`config.mk`:
```
export PLATFORM = sky130hd
export DESIGN_NAME = nlc_regs
export DESIGN_NICKNAME = d
export VERILOG_FILES = /design/src/hw/nlc_pkg.sv /design/src/hw/nlc_idle_if.sv /design/src/hw/nlc_idle_track.sv /design/src/hw/nlc_regs.sv
export SDC_FILE = /design/constraint.sdc
export NUM_CORES = 1
export LEC_CHECK = 0
export BUFFER_PORTS_ARGS = -buffer_cell sky130_fd_sc_hd__buf_4
export CORE_ASPECT_RATIO = 1.75
export CORE_MARGIN = 3
export CORE_UTILIZATION = 47
export DETAILED_ROUTE_END_ITERATION = 8
export PLACE_DENSITY = 0.88
export SLEW_MARGIN = 5
export SYNTH_ARGS = -nofsm -noshare
export SYNTH_HDL_FRONTEND = slang
export SYNTH_SLANG_ARGS = --single-unit
```
`constraint.sdc`:
```
create_clock -name i_clk -period 1.62 [get_ports i_clk]
set_input_delay 0.243 -clock i_clk [delete_from_list [all_inputs] [get_ports i_clk]]
set_output_delay 0.243 -clock i_clk [all_outputs]
set_load 0.05 [all_outputs]
```
`src/hw/nlc_pkg.sv`:
```
// constants for the no-load status and computation-mode register pair
package nlc_pkg;
    localparam logic [15:0] NLC_STATUS_ADDR  = 16'hE608;
    localparam logic [15:0] NLC_MODE_ADDR    = 16'hE60E;
    localparam logic [15:0] NLC_STATUS_RESET = 16'h0000;
    localparam logic [15:0] NLC_MODE_RESET   = 16'h01FF;
    localparam int          NLC_TOTAL_LSB    = 0;
    localparam int          NLC_FUND_LSB     = 3;
    localparam int          NLC_APP_LSB      = 6;
    localparam int          NLC_SEL1_LSB     = 0;
    localparam int          NLC_SEL2_LSB     = 3;
    localparam int          NLC_SEL3_LSB     = 6;
    localparam int          NLC_ANGLE_LSB    = 9;
    localparam int          NLC_NOM_LSB      = 11;
    localparam int          NLC_FREQ_BIT     = 14;
    localparam int          NLC_SPARE_BIT    = 15;
    localparam int          NLC_USED_MSB     = 8;

    typedef enum logic [1:0] {
        NLC_ANG_VI   = 2'h0,
        NLC_ANG_VV   = 2'h1,
        NLC_ANG_II   = 2'h2,
        NLC_ANG_NONE = 2'h3
    } nlc_angle_t;
endpackage : nlc_pkg

```
`src/hw/nlc_idle_if.sv`:
```
// bundle between the register core and the idle flag tracker
interface nlc_idle_if;
    logic [2:0]  total_flag;
    logic [2:0]  fund_flag;
    logic [2:0]  app_flag;
    logic [15:0] status;
    logic [2:0]  event_bits;
    modport track (
        input  total_flag, fund_flag, app_flag,
        output status, event_bits
    );
    modport core (
        output total_flag, fund_flag, app_flag,
        input  status, event_bits
    );
endinterface : nlc_idle_if

```
`src/hw/nlc_idle_track.sv`:
```
// per-phase idle flag tracker feeding the status word and event pulses
module nlc_idle_track #(
    parameter bit HAS_FUND = 1'b1
) (
    input  wire logic i_clk,
    input  wire logic i_resetn,
    input  wire logic i_ce,
    nlc_idle_if.track bus
);
    import nlc_pkg::*;

    logic [2:0]  fund_gated;
    logic [15:0] status_reg;
    logic [15:0] status_next;
    logic [2:0]  event_reg;

    // variants lacking fundamental power hold these at zero
    assign fund_gated = HAS_FUND ? bus.fund_flag : 3'h0;

    always_comb begin
        status_next = NLC_STATUS_RESET;
        status_next[NLC_TOTAL_LSB +: 3] = bus.total_flag;
        status_next[NLC_FUND_LSB +: 3]  = fund_gated;
        status_next[NLC_APP_LSB +: 3]   = bus.app_flag;
    end

    // detection is the only writer of this word
    always_ff @(posedge i_clk or negedge i_resetn) begin
        if (!i_resetn) begin
            status_reg <= NLC_STATUS_RESET;
        end else if (i_ce) begin
            status_reg <= status_next;
        end
    end

    // event fires in the same cycle as any newly set bit of its group
    always_ff @(posedge i_clk or negedge i_resetn) begin
        if (!i_resetn) begin
            event_reg <= 3'h0;
        end else if (i_ce) begin
            event_reg[0] <= |(bus.total_flag & ~status_reg[NLC_TOTAL_LSB +: 3]);
            event_reg[1] <= |(fund_gated & ~status_reg[NLC_FUND_LSB +: 3]);
            event_reg[2] <= |(bus.app_flag & ~status_reg[NLC_APP_LSB +: 3]);
        end
    end

    assign bus.status     = status_reg;
    assign bus.event_bits = event_reg;
endmodule : nlc_idle_track

```
`src/hw/nlc_regs.sv`:
```
// no-load status and computation-mode registers with their steering outputs
module nlc_regs #(
    parameter bit HAS_FUND = 1'b1,
    parameter int VW       = 24
) (
    input  wire logic                  i_clk,
    input  wire logic                  i_resetn,
    input  wire logic                  i_ce,
    input  wire logic [15:0]           i_addr,
    input  wire logic [15:0]           i_wdata,
    input  wire logic                  i_wr,
    input  wire logic                  i_rd,
    output logic      [15:0]           o_rdata,
    input  wire logic [2:0]            i_total_power_idle_flag,
    input  wire logic [2:0]            i_fundamental_power_idle_flag,
    input  wire logic [2:0]            i_apparent_power_idle_flag,
    output logic                       o_total_idle_event,
    output logic                       o_fundamental_idle_event,
    output logic                       o_apparent_idle_event,
    output logic      [2:0]            o_pulse_one_phase_select,
    output logic      [2:0]            o_pulse_two_phase_select,
    output logic      [2:0]            o_pulse_three_phase_select,
    output nlc_pkg::nlc_angle_t        o_angle_measure_select,
    output logic                       o_angle_volt_curr,
    output logic                       o_angle_volt_volt,
    output logic                       o_angle_curr_curr,
    output logic      [2:0]            o_nominal_volt_use,
    output logic                       o_line_frequency_select,
    input  wire logic [VW-1:0]         i_nominal_voltage_value,
    input  wire logic [3*VW-1:0]       i_vrms_measured,
    output logic      [3*VW-1:0]       o_vrms_used
);
    import nlc_pkg::*;

    logic [15:0]   mode_reg;
    logic [15:0]   rdata_reg;
    logic [15:0]   rdata_next;
    logic [3*VW-1:0] vrms_reg;
    logic          hit_status;
    logic          hit_mode;
    logic          mode_wr;
    nlc_angle_t    angle_sel;

    nlc_idle_if idle_bus ();

    assign idle_bus.total_flag = i_total_power_idle_flag;
    assign idle_bus.fund_flag  = i_fundamental_power_idle_flag;
    assign idle_bus.app_flag   = i_apparent_power_idle_flag;

    nlc_idle_track #(
        .HAS_FUND (HAS_FUND)
    ) u_track (
        .i_clk    (i_clk),
        .i_resetn (i_resetn),
        .i_ce     (i_ce),
        .bus      (idle_bus)
    );

    // address decode
    assign hit_status = (i_addr == NLC_STATUS_ADDR);
    assign hit_mode   = (i_addr == NLC_MODE_ADDR);
    // a write aimed at the status word is dropped here on purpose
    assign mode_wr    = i_ce && i_wr && hit_mode;

    // mode register, every bit stored so software reads back what it wrote
    always_ff @(posedge i_clk or negedge i_resetn) begin
        if (!i_resetn) begin
            mode_reg <= NLC_MODE_RESET;
        end else if (mode_wr) begin
            mode_reg <= i_wdata;
        end
    end

    // read path: one cycle later, unmapped reads give zero
    always_comb begin
        rdata_next = 16'h0000;
        if (hit_status) begin
            rdata_next = idle_bus.status;
        end else if (hit_mode) begin
            rdata_next = mode_reg;
        end
    end

    // with the clock enable high, data is held only for the cycle after the read strobe
    always_ff @(posedge i_clk or negedge i_resetn) begin
        if (!i_resetn) begin
            rdata_reg <= 16'h0000;
        end else if (i_ce) begin
            rdata_reg <= i_rd ? rdata_next : 16'h0000;
        end
    end

    assign o_rdata = rdata_reg;

    assign o_total_idle_event       = idle_bus.event_bits[0];
    assign o_fundamental_idle_event = idle_bus.event_bits[1];
    assign o_apparent_idle_event    = idle_bus.event_bits[2];

    // phase terms feeding the three pulse outputs
    assign o_pulse_one_phase_select   = mode_reg[NLC_SEL1_LSB +: 3];
    assign o_pulse_two_phase_select   = mode_reg[NLC_SEL2_LSB +: 3];
    assign o_pulse_three_phase_select = mode_reg[NLC_SEL3_LSB +: 3];

    // angle select, decoded so the datapath needs no compare of its own
    assign angle_sel = nlc_angle_t'(mode_reg[NLC_ANGLE_LSB +: 2]);
    assign o_angle_measure_select = angle_sel;

    always_comb begin
        o_angle_volt_curr = 1'b0;
        o_angle_volt_volt = 1'b0;
        o_angle_curr_curr = 1'b0;
        case (angle_sel)
            NLC_ANG_VI: begin
                o_angle_volt_curr = 1'b1;
            end
            NLC_ANG_VV: begin
                o_angle_volt_volt = 1'b1;
            end
            NLC_ANG_II: begin
                o_angle_curr_curr = 1'b1;
            end
            default: begin
                o_angle_volt_curr = 1'b0;
            end
        endcase
    end

    assign o_nominal_volt_use = mode_reg[NLC_NOM_LSB +: 3];
    // only meaningful on fundamental-capable parts; software keeps it right
    assign o_line_frequency_select = mode_reg[NLC_FREQ_BIT];
    // spare bit 15 is stored for readback and routed nowhere

    // rms voltage seen by apparent power, nominal value overrides per phase
    genvar ph;
    generate
        for (ph = 0; ph < 3; ph++) begin : g_vrms
            always_ff @(posedge i_clk or negedge i_resetn) begin
                if (!i_resetn) begin
                    vrms_reg[ph*VW +: VW] <= '0;
                end else if (i_ce) begin
                    if (mode_reg[NLC_NOM_LSB + ph]) begin
                        vrms_reg[ph*VW +: VW] <= i_nominal_voltage_value;
                    end else begin
                        vrms_reg[ph*VW +: VW] <= i_vrms_measured[ph*VW +: VW];
                    end
                end
            end
        end
    endgenerate

    assign o_vrms_used = vrms_reg;

    logic          first_cycle;
    logic [3*VW-1:0] vrms_exp;

    // marks the first clock after release so reset values can be checked
    always_ff @(posedge i_clk or negedge i_resetn) begin
        if (!i_resetn) begin
            first_cycle <= 1'b1;
        end else begin
            first_cycle <= 1'b0;
        end
    end

    always_comb begin
        vrms_exp = i_vrms_measured;
        for (int k = 0; k < 3; k++) begin
            if (mode_reg[NLC_NOM_LSB + k]) begin
                vrms_exp[k*VW +: VW] = i_nominal_voltage_value;
            end
        end
    end
endmodule : nlc_regs

```
==> impl_metrics.ini, run 1 <==
[outcome]
status = finished, final reports clean

[final_layout]
area_growth_pct = 48.6
nets = 869
final_cells = 870
antenna_cells = 0
final_cell_area_um2 = 7780
largest_reg_flops = 72
drive_gt1_share_pct = 41.9
n_fill_cell = 778

[global_route]
gr-usage-all-layers_pct = 25.8
overflow = 0
antenna_found_initial = 0
grt_max_degree = 185
grt_pass1_vias = 4908
grt_pass1_wl_um = 24800

[critical_path]
critPathArrivalTime_ns = 1.75
ff2ff_path_depth = 3
crit_buf_inv = 2
worstPathRequired_ns = 1.89
cp_cell_sequence = buf_4 -> nor4bb_1 -> nand3_1 -> nor3_4 -> buf_12 -> mux2_1
worstSetupStartpointType = input pin
r2r-end = o_vrms_used[2]$_DFFE_PN0P_
rrSetupSlack_ns = 0.38
critPathSlowestCell = nor4bb_1
cp_slowest_stage_delay_ns = 0.50
crit_fanout = 16
cp_top_family = simple AND/OR/NAND/NOR gates
criticalPathCategory = input pin to flip-flop
r2r_start = mode_reg[11]$_DFFE_PN0P_
crit_path_end_kind = flip-flop

[clocking]
root_buffer = clkbuf_16
cts.sinks = 116
clock_latency_ns = 0.41
clk_pin_slew_ns = 0.06
cts_tree = yes
clk_path_buf_depth = 2
cts_setup_buffers = 0
numCtsBuffers = 17
cts.htree.levels = 4
hold_buffers = 1
ctsResizeCount = 0

[routing]
routed_via_density = 5.31
routed_wl_um = 16100
wl_per_cell_um = 18.5
drc = 0
drtPass1Iterations = 4
vias = 4617
drt_iter0_drc = 174
ant_nets = 0

[floorplanning]
die_x_um = 85.8
placementRows = 50
fp.dieH_um = 146
core_area_um2 = 10800
dieArea_um2 = 12500
start_util_pct = 48.4
io_pins = 251

[placed_design]
io_buffers = 250
dpl_cell_area_um2 = 7200
gp_congestion = 0.867
dp.cells = 837
dp_hpwl_um = 12000

[sta]
fmax_mhz = 674
period_share_pct = 91.6
relSlewSlack_pct = 51.9
fin_skew_ns = 0.0157
setup_viol = 0
fin_crit_ns = 1.48
maxSlewViolCount = 0
rsz0062_at_grt = no
hold_violations = 0
worstMarginPinSlew_ns = 0.721

[power_and_ir_drop]
p_leak_nw = 3.54
power_per_cell_area_nw_per_um2 = 1080
irDropWorstVdd_mv = 0.885

[synth]
synth_area_um2 = 5240
ys_seq_area_share_pct = 55.6
syn_avg_cell_area_um2 = 10.6
ys_types = 27
synth_nets = 636
synth_area_leaders = dfrtp_1, mux2i_1, a21oi_1
synth_cells = 494
synth_seq_cells = 116
synth_top_area_share_pct = 51.1
yosys_warnings = 0
yosys.area.top_type = dfrtp_1

[worst_hold_path]
min_path_type = input pin to flip-flop
hold_end = mode_reg[10]$_DFFE_PN0P_
hold_depth = 2
min_from = i_wdata[10]

[job]
drv_cap = 0
[cell usage in the layout (no fill, tap or decap), types with 2 or more instances in the layout]
| cell | count |
|---|---|
| clkinv_4 | 3 |
| dfstp_2 | 9 |
| nand3_1 | 2 |
| a222oi_1 | 3 |
| inv_1 | 25 |
| a22oi_1 | 9 |
| a21oi_1 | 75 |
| clkinv_2 | 2 |
| clkbuf_8 | 3 |
| nor2b_1 | 2 |
| o21ai_0 | 9 |
| buf_4 | 254 |
| clkbuf_16 | 17 |
| buf_12 | 7 |
| mux2_2 | 6 |
| nand2_1 | 17 |
| nor2_1 | 77 |
| mux2_1 | 10 |
| mux2i_1 | 72 |
| o22ai_1 | 16 |
| clkinvlp_4 | 5 |
| dfrtp_1 | 107 |
[kinds of logic after synthesis]
logic type,share of synthesized area (%)
buf+inv,6.55
compound gates,11.8
simple gates,8.82
mux,17.2
flops,55.6
[where the power goes]
part	total [mW]	leakage, nW	internal [mW]	switching (mW)
clock	3.55	0.267	2.23	1.33
sequential	3.21	1.36	3.09	0.114
combinational	1.65	1.91	0.585	1.07
[cells in the mapped netlist]
cell and instances:
nand2_1 17, nor4bb_1 1, mux2i_1 72, buf_1 2, nand3_1 2, nor2_1 77, nor3_4 1, nor2b_1 2
o21ai_0 9, mux2_1 10, mux2_2 6, o22ai_1 16, nor4b_2 1, inv_1 25, a222oi_1 3, buf_2 7
nand4_1 1, a21oi_1 75, buf_4 14, nor4b_4 1, dfrtp_1 107, clkbuf_1 24, a22oi_1 9, buf_6 1
and2_1 1, and4_1 1, dfstp_2 9
[per-stage QoR]
step | setup TNS (ns) | hold slack (ns) | util [%] | setup slack (ns) | total power [mW]
floorplan | 0 | -0.0526 | - | 0.00527 | 4.13
detailed placement | -4.58 | 0.255 | 66.5 | -0.281 | 4.90
global placement | -2.83 | 0.249 | 66.5 | -0.196 | 4.86
finish | 0 | 0.0538 | 71.9 | 0.137 | 8.41
CTS | 0 | 0.0444 | 71.9 | 0.102 | 8.48
global route | 0 | 0.0526 | 71.9 | 0.0597 | 8.71
[cell type report]
class,instances,area [um2],share of cell area [%]
Clock buffer,21,470,6.05
Multi-Input combinational cell,305,1980,25.5
Tap cell,130,163,2.09
Clock inverter,11,104,1.33
Inverter,25,93.8,1.21
Timing Repair Buffer,262,2060,26.4
Sequential cell,116,2910,37.4
[worst max-delay path by stage]
stage | start | endpoint | slack [ns] | cells after the start
2_1_floorplan | i_addr[2] | mode_reg[10]$_DFFE_PN0P_ | 0.005 | 6
3_3_place_gp | i_addr[11] | mode_reg[9]$_DFFE_PN0P_ | -0.20 | 6
3_5_place_dp | i_addr[11] | mode_reg[11]$_DFFE_PN0P_ | -0.28 | 6
4_1_cts | mode_reg[13]$_DFFE_PN0P_ | o_nominal_volt_use[2] | 0.10 | 2
5_1_grt | i_addr[11] | mode_reg[11]$_DFFE_PN0P_ | 0.06 | 6
6_report | i_addr[11] | mode_reg[11]$_DFFE_PN0P_ | 0.14 | 6
[layer usage]
layer,vias up,part of all wire (%),track usage (%)
met5,-,0,0
met2,222,56,47.5
met3,47,6.5,6.63
met4,0,4.3,13.2
met1,2189,33,25.8
li1,2159,-,-
No activity file was read; power rests on OpenSTA's default activity.
==> run 2, diff against run 1 <==
--- a/config.mk
+++ b/config.mk
@@ -7,4 +7,5 @@
 export LEC_CHECK = 0
 export BUFFER_PORTS_ARGS = -buffer_cell sky130_fd_sc_hd__buf_4
+export CAP_MARGIN = 25
 export CORE_ASPECT_RATIO = 1.75
 export CORE_MARGIN = 3
==> constraint.sdc (replaced) <==
create_clock -name i_clk -period 1.62 [get_ports i_clk]
set_input_delay 0.081 -clock i_clk [delete_from_list [all_inputs] [get_ports i_clk]]
set_output_delay 0.081 -clock i_clk [all_outputs]
set_load 0.05 [all_outputs]
==> impl_metrics.ini, run 2 (synthesis gave the netlist of run 1 again) <==
[global_route]
overflow = 0
grt_pass1_vias = 5892
gr-usage-all-layers_pct = 30.5
antenna_found_initial = 1
grt_pass1_wl_um = 29300
grt_max_degree = 185

[worst_hold_path]
hold_depth = 3
min_path_type = input pin to flip-flop

[routing]
drt_iter0_drc = 275
routed_wl_um = 18900
drc = 0
wl_per_cell_um = 19.7
drtPass1Iterations = 5
routed_via_density = 5.49
vias = 5273
ant_nets = 0

[power_and_ir_drop]
swShare_pct = 27.6
p_sw_mw = 2.60
internal_power_mw = 6.82
seq_power_share_pct = 34.2
clock_power_share_pct = 46.2
pwr-share-comb_pct = 19.6
irDropWorstVdd_mv = 1.11
power_per_cell_area_nw_per_um2 = 1070
p_leak_nw = 3.97

[floorplanning]
dieArea_um2 = 12500
start_util_pct = 48.4
fp.dieH_um = 146
die_x_um = 85.8
io_pins = 251
core_area_um2 = 10800
placementRows = 50

[clocking]
clk_path_buf_depth = 2
clk_pin_slew_ns = 0.06
root_buffer = clkbuf_16
cts_tree = yes
cts.htree.levels = 4
cts.sinks = 116
numCtsBuffers = 17
clock_latency_ns = 0.40

[final_layout]
final_cell_area_um2 = 8770
drive_gt1_share_pct = 38.0
largest_reg_flops = 72
final_cell_mix = buf_4, dfrtp_1, dlygate4sd3_1
final_cells = 961
layout_commonest_cell = buf_4
area_growth_pct = 67.5
regArea_um2 = 2920
n_fill_cell = 565
multi_input_area_um2 = 1980
nets = 959

[placed_design]
dp_hpwl_um = 11900
gp_congestion = 0.811
io_buffers = 250
dpl_cell_area_um2 = 7180
dp.cells = 839

[sta]
relSlewSlack_pct = 49.9
period_share_pct = 96.4
maxSlewViolCount = 0
fin_skew_ns = 0.00837
fmax_mhz = 641
fin_crit_ns = 1.56
worstMarginPinSlew_ns = 0.749
setup_viol = 0
hold_violations = 0

[critical_path]
cp_slowest_stage_delay_ns = 0.56
critPathSlowestCell = dlygate4sd3_1
critPathArrivalTime_ns = 1.81
crit_path_end_kind = flip-flop
cp_cell_sequence = buf_12 -> mux2i_1 -> dlygate4sd3_1 -> a21oi_1
worstPathRequired_ns = 1.87
worstSetupStartpointType = flip-flop
criticalPathCategory = flip-flop to flip-flop
rrSetupSlack_ns = 0.06
crit_fanout = 13
ff2ff_path_depth = 4

[job]
drv_cap = 0

[outcome]
status = finished, final reports clean
## run 2: timing repair
| action | in CTS | in global routing |
|---|---|---|
| gates resized for setup | 0 | 3 |
| setup buffers | 0 | 1 |
| hold buffers | 88 | 0 |
| endpoints found under the hold margin | 122 | 0 |
| endpoints found under the setup margin | 0 | 2 |
## run 2: path summary, 6_finish.rpt
path,startpoint,to
worst max-delay path,mode_reg[13]$_DFFE_PN0P_,o_vrms_used[64]$_DFFE_PN0P_
worst min-delay path,i_vrms_measured[67],o_vrms_used[67]$_DFFE_PN0P_
worst max register to register,mode_reg[13]$_DFFE_PN0P_,o_vrms_used[64]$_DFFE_PN0P_
max in group asynchronous,i_resetn,mode_reg[3]$_DFFE_PN1P_
worst min register to register,mode_reg[15]$_DFFE_PN0P_,mode_reg[15]$_DFFE_PN0P_
min in group asynchronous,i_resetn,o_rdata[9]$_DFFE_PN0P_
## run 2: final cells by class
| type | instances | area share, % |
|---|---|---|
| repair buffers | 352 | 33.3 |
| flip-flops and latches | 116 | 33.2 |
| multi-input cells | 305 | 22.6 |
| clock buffers | 20 | 5.32 |
| clock inverters | 12 | 2.57 |
| well taps | 130 | 1.85 |
| inverters | 25 | 1.07 |
| diodes | 1 | 0.0285 |
## run 2: critical path, delay by kind of cell, from the launching register on
family | cells | cell delay (ns)
AOI/OAI and AO/OA | 1 | 0.07
buffers and inverters | 2 | 0.74
DFF | 1 | 0.41
muxes | 1 | 0.18
## run 2: through the flow
| stage | total power [mW] | hold slack (ns) | util, % | setup TNS (ns) | setup slack [ns] |
|---|---|---|---|---|---|
| 2_1_floorplan | 4.13 | -0.215 | - | 0 | 0.144 |
| 3_3_place_gp | 4.85 | 0.0543 | 66.3 | 0 | 0.0519 |
| 3_5_place_dp | 4.90 | 0.0586 | 66.3 | -0.414 | -0.0526 |
| 4_1_cts | 9.40 | 0.000595 | 80.8 | 0 | 0.0388 |
| 5_1_grt | 9.71 | 0.00434 | 81.1 | -0.0253 | -0.0253 |
| 6_report | 9.42 | 0.00723 | 81.1 | 0 | 0.0588 |
## run 2: power groups by stage
stage / Sequential (mW) / Clock [mW] / Combinational, mW
2_1_floorplan: 3.85 / 0 / 0.286
3_3_place_gp: 3.24 / 0 / 1.61
3_5_place_dp: 3.25 / 0 / 1.64
4_1_cts: 3.21 / 4.37 / 1.83
5_1_grt: 3.24 / 4.52 / 1.95
6_report: 3.22 / 4.35 / 1.85
## run 2: metal layers
layer | up-vias | track usage [%] | part of all wire (%)
met5 | - | 0 | 0
met4 | 0 | 19.9 | 6.3
met3 | 93 | 8.27 | 7.3
met2 | 332 | 53.4 | 54
met1 | 2514 | 30.9 | 32
li1 | 2334 | - | -
==> run 3, diff against run 2 <==
Settings changed: PLACE_DENSITY 0.88 to 0.89.
==> impl_metrics.ini, run 3 (synthesis gave the netlist of run 1 again) <==
[outcome]
status = finished, final reports clean

[routing]
wl_per_cell_um = 20.1
routed_via_density = 5.49
vias = 5263
drt_iter0_drc = 268
routed_wl_um = 19300
drtPass1Iterations = 5
ant_nets = 0
drc = 0

[critical_path]
critPathSlowestCell = dlygate4sd3_1
crit_path_end_kind = flip-flop
worstPathRequired_ns = 1.85
cp_slowest_stage_delay_ns = 0.57
crit_fanout = 11
worstSetupStartpointType = flip-flop
ff2ff_path_depth = 4
cp_cell_sequence = buf_12 -> mux2i_1 -> dlygate4sd3_1 -> a21oi_1
criticalPathCategory = flip-flop to flip-flop
critPathArrivalTime_ns = 1.77

[sta]
setup_viol = 0
worstMarginPinSlew_ns = 0.847
period_share_pct = 94.8
fin_skew_ns = 0.0116
fin_setup_tns_ns = 0
relSlewSlack_pct = 43.5
fmax_mhz = 651
fin_crit_ns = 1.54
hold_violations = 0
maxSlewViolCount = 0
rsz0062_at_grt = no

[global_route]
antenna_found_initial = 0
overflow = 0
grt_pass1_wl_um = 28900
grt_max_degree = 185
gr-usage-all-layers_pct = 30.2
grt_pass1_vias = 5606

[power_and_ir_drop]
power_per_cell_area_nw_per_um2 = 1010
p_leak_nw = 3.93
irDropWorstVdd_mv = 0.863

[placed_design]
gp_congestion = 0.835
dpl_cell_area_um2 = 7180
dp.cells = 836
io_buffers = 250
dp_hpwl_um = 12000

[floorplanning]
fp.dieH_um = 146
core_area_um2 = 10800
io_pins = 251
start_util_pct = 48.4
placementRows = 50
die_x_um = 85.8
dieArea_um2 = 12500

[worst_hold_path]
min_path_type = input pin to flip-flop
hold_depth = 3

[final_layout]
layout_commonest_cell = buf_4
final_cell_area_um2 = 8660
final_cells = 958
final_cell_mix = buf_4, dfrtp_1, dlygate4sd3_1
largest_reg_flops = 72
drive_gt1_share_pct = 38.8
n_fill_cell = 574
nets = 957
antenna_cells = 0
area_growth_pct = 65.3

[job]
drv_cap = 0

[clocking]
clock_latency_ns = 0.40
cts.sinks = 116
numCtsBuffers = 17
clk_path_buf_depth = 2
cts_tree = yes
root_buffer = clkbuf_16
clk_pin_slew_ns = 0.06
cts.htree.levels = 4
-- run 3: cell count changes in the layout (fill, tap and decap cells not counted), moves of 2 or more --
cell           change
buf_4              +5
clkinv_2           +2
bufinv_16          -4
dlygate4sd3_1      -9
-- run 3: routing by layer --
| layer | track usage (%) | vias up | part of all wire [%] |
|---|---|---|---|
| met4 | 15.6 | 0 | 5.7 |
| li1 | - | 2342 | - |
| met1 | 29.8 | 2536 | 32 |
| met5 | 0 | - | 0 |
| met3 | 7.31 | 90 | 6.8 |
| met2 | 56.2 | 295 | 55 |
-- run 3: power breakdown --
| group | internal, mW | switching, mW | total (mW) |
|---|---|---|---|
| clock | 2.34 | 1.31 | 3.65 |
| combinational | 0.705 | 1.13 | 1.83 |
| sequential | 3.09 | 0.130 | 3.22 |
| total | 6.14 | 2.57 | 8.71 |
-- run 3: worst paths after layout --
path / from / to / slack, ns
max: mode_reg[12]$_DFFE_PN0P_ / o_vrms_used[30]$_DFFE_PN0P_ / 0.08
min: i_vrms_measured[27] / o_vrms_used[27]$_DFFE_PN0P_ / 0.02
max reg2reg: mode_reg[12]$_DFFE_PN0P_ / o_vrms_used[30]$_DFFE_PN0P_ / 0.08
min reg2reg: mode_reg[15]$_DFFE_PN0P_ / mode_reg[15]$_DFFE_PN0P_ / 0.51
max in group asynchronous: i_resetn / mode_reg[7]$_DFFE_PN1P_ / 0.92
min in group asynchronous: i_resetn / o_vrms_used[67]$_DFFE_PN0P_ / 0.09
-- run 3: metrics by stage --
stage / util, % / setup WS, ns / hold WS (ns) / total power, mW
after floorplan: - / 0.144 / -0.215 / 4.13
after global placement: 66.3 / 0.0199 / -0.0371 / 4.85
after detailed placement: 66.3 / -0.0370 / -0.0365 / 4.90
after CTS: 79.1 / 0.0416 / 0.000114 / 8.70
after global routing: 80.0 / 0.0295 / 0.00930 / 9.00
final: 80.0 / 0.0835 / 0.0171 / 8.71
-- run 3: area by class of cell --
class	count	area, um2	share of cell area [%]
well taps	130	163	1.88
multi-input cells	305	1980	22.9
clock buffers	20	457	5.27
inverters	25	93.8	1.08
flip-flops and latches	116	2920	33.7
clock inverters	12	131	1.52
repair buffers	350	2920	33.7
-- run 3: worst max-delay path: cells and delay by family (launching register included) --
family	cells	cell delay, ns
compound gates	1	0.08
buf+inv	2	0.72
flops	1	0.39
mux	1	0.17
-- run 3: what timing repair did --
action                                  CTS  global route
resized for setup                         0             1
setup buffers                             0            10
hold endpoints to repair                181             0
endpoints found under the setup margin    0             2
hold buffers                             79             0
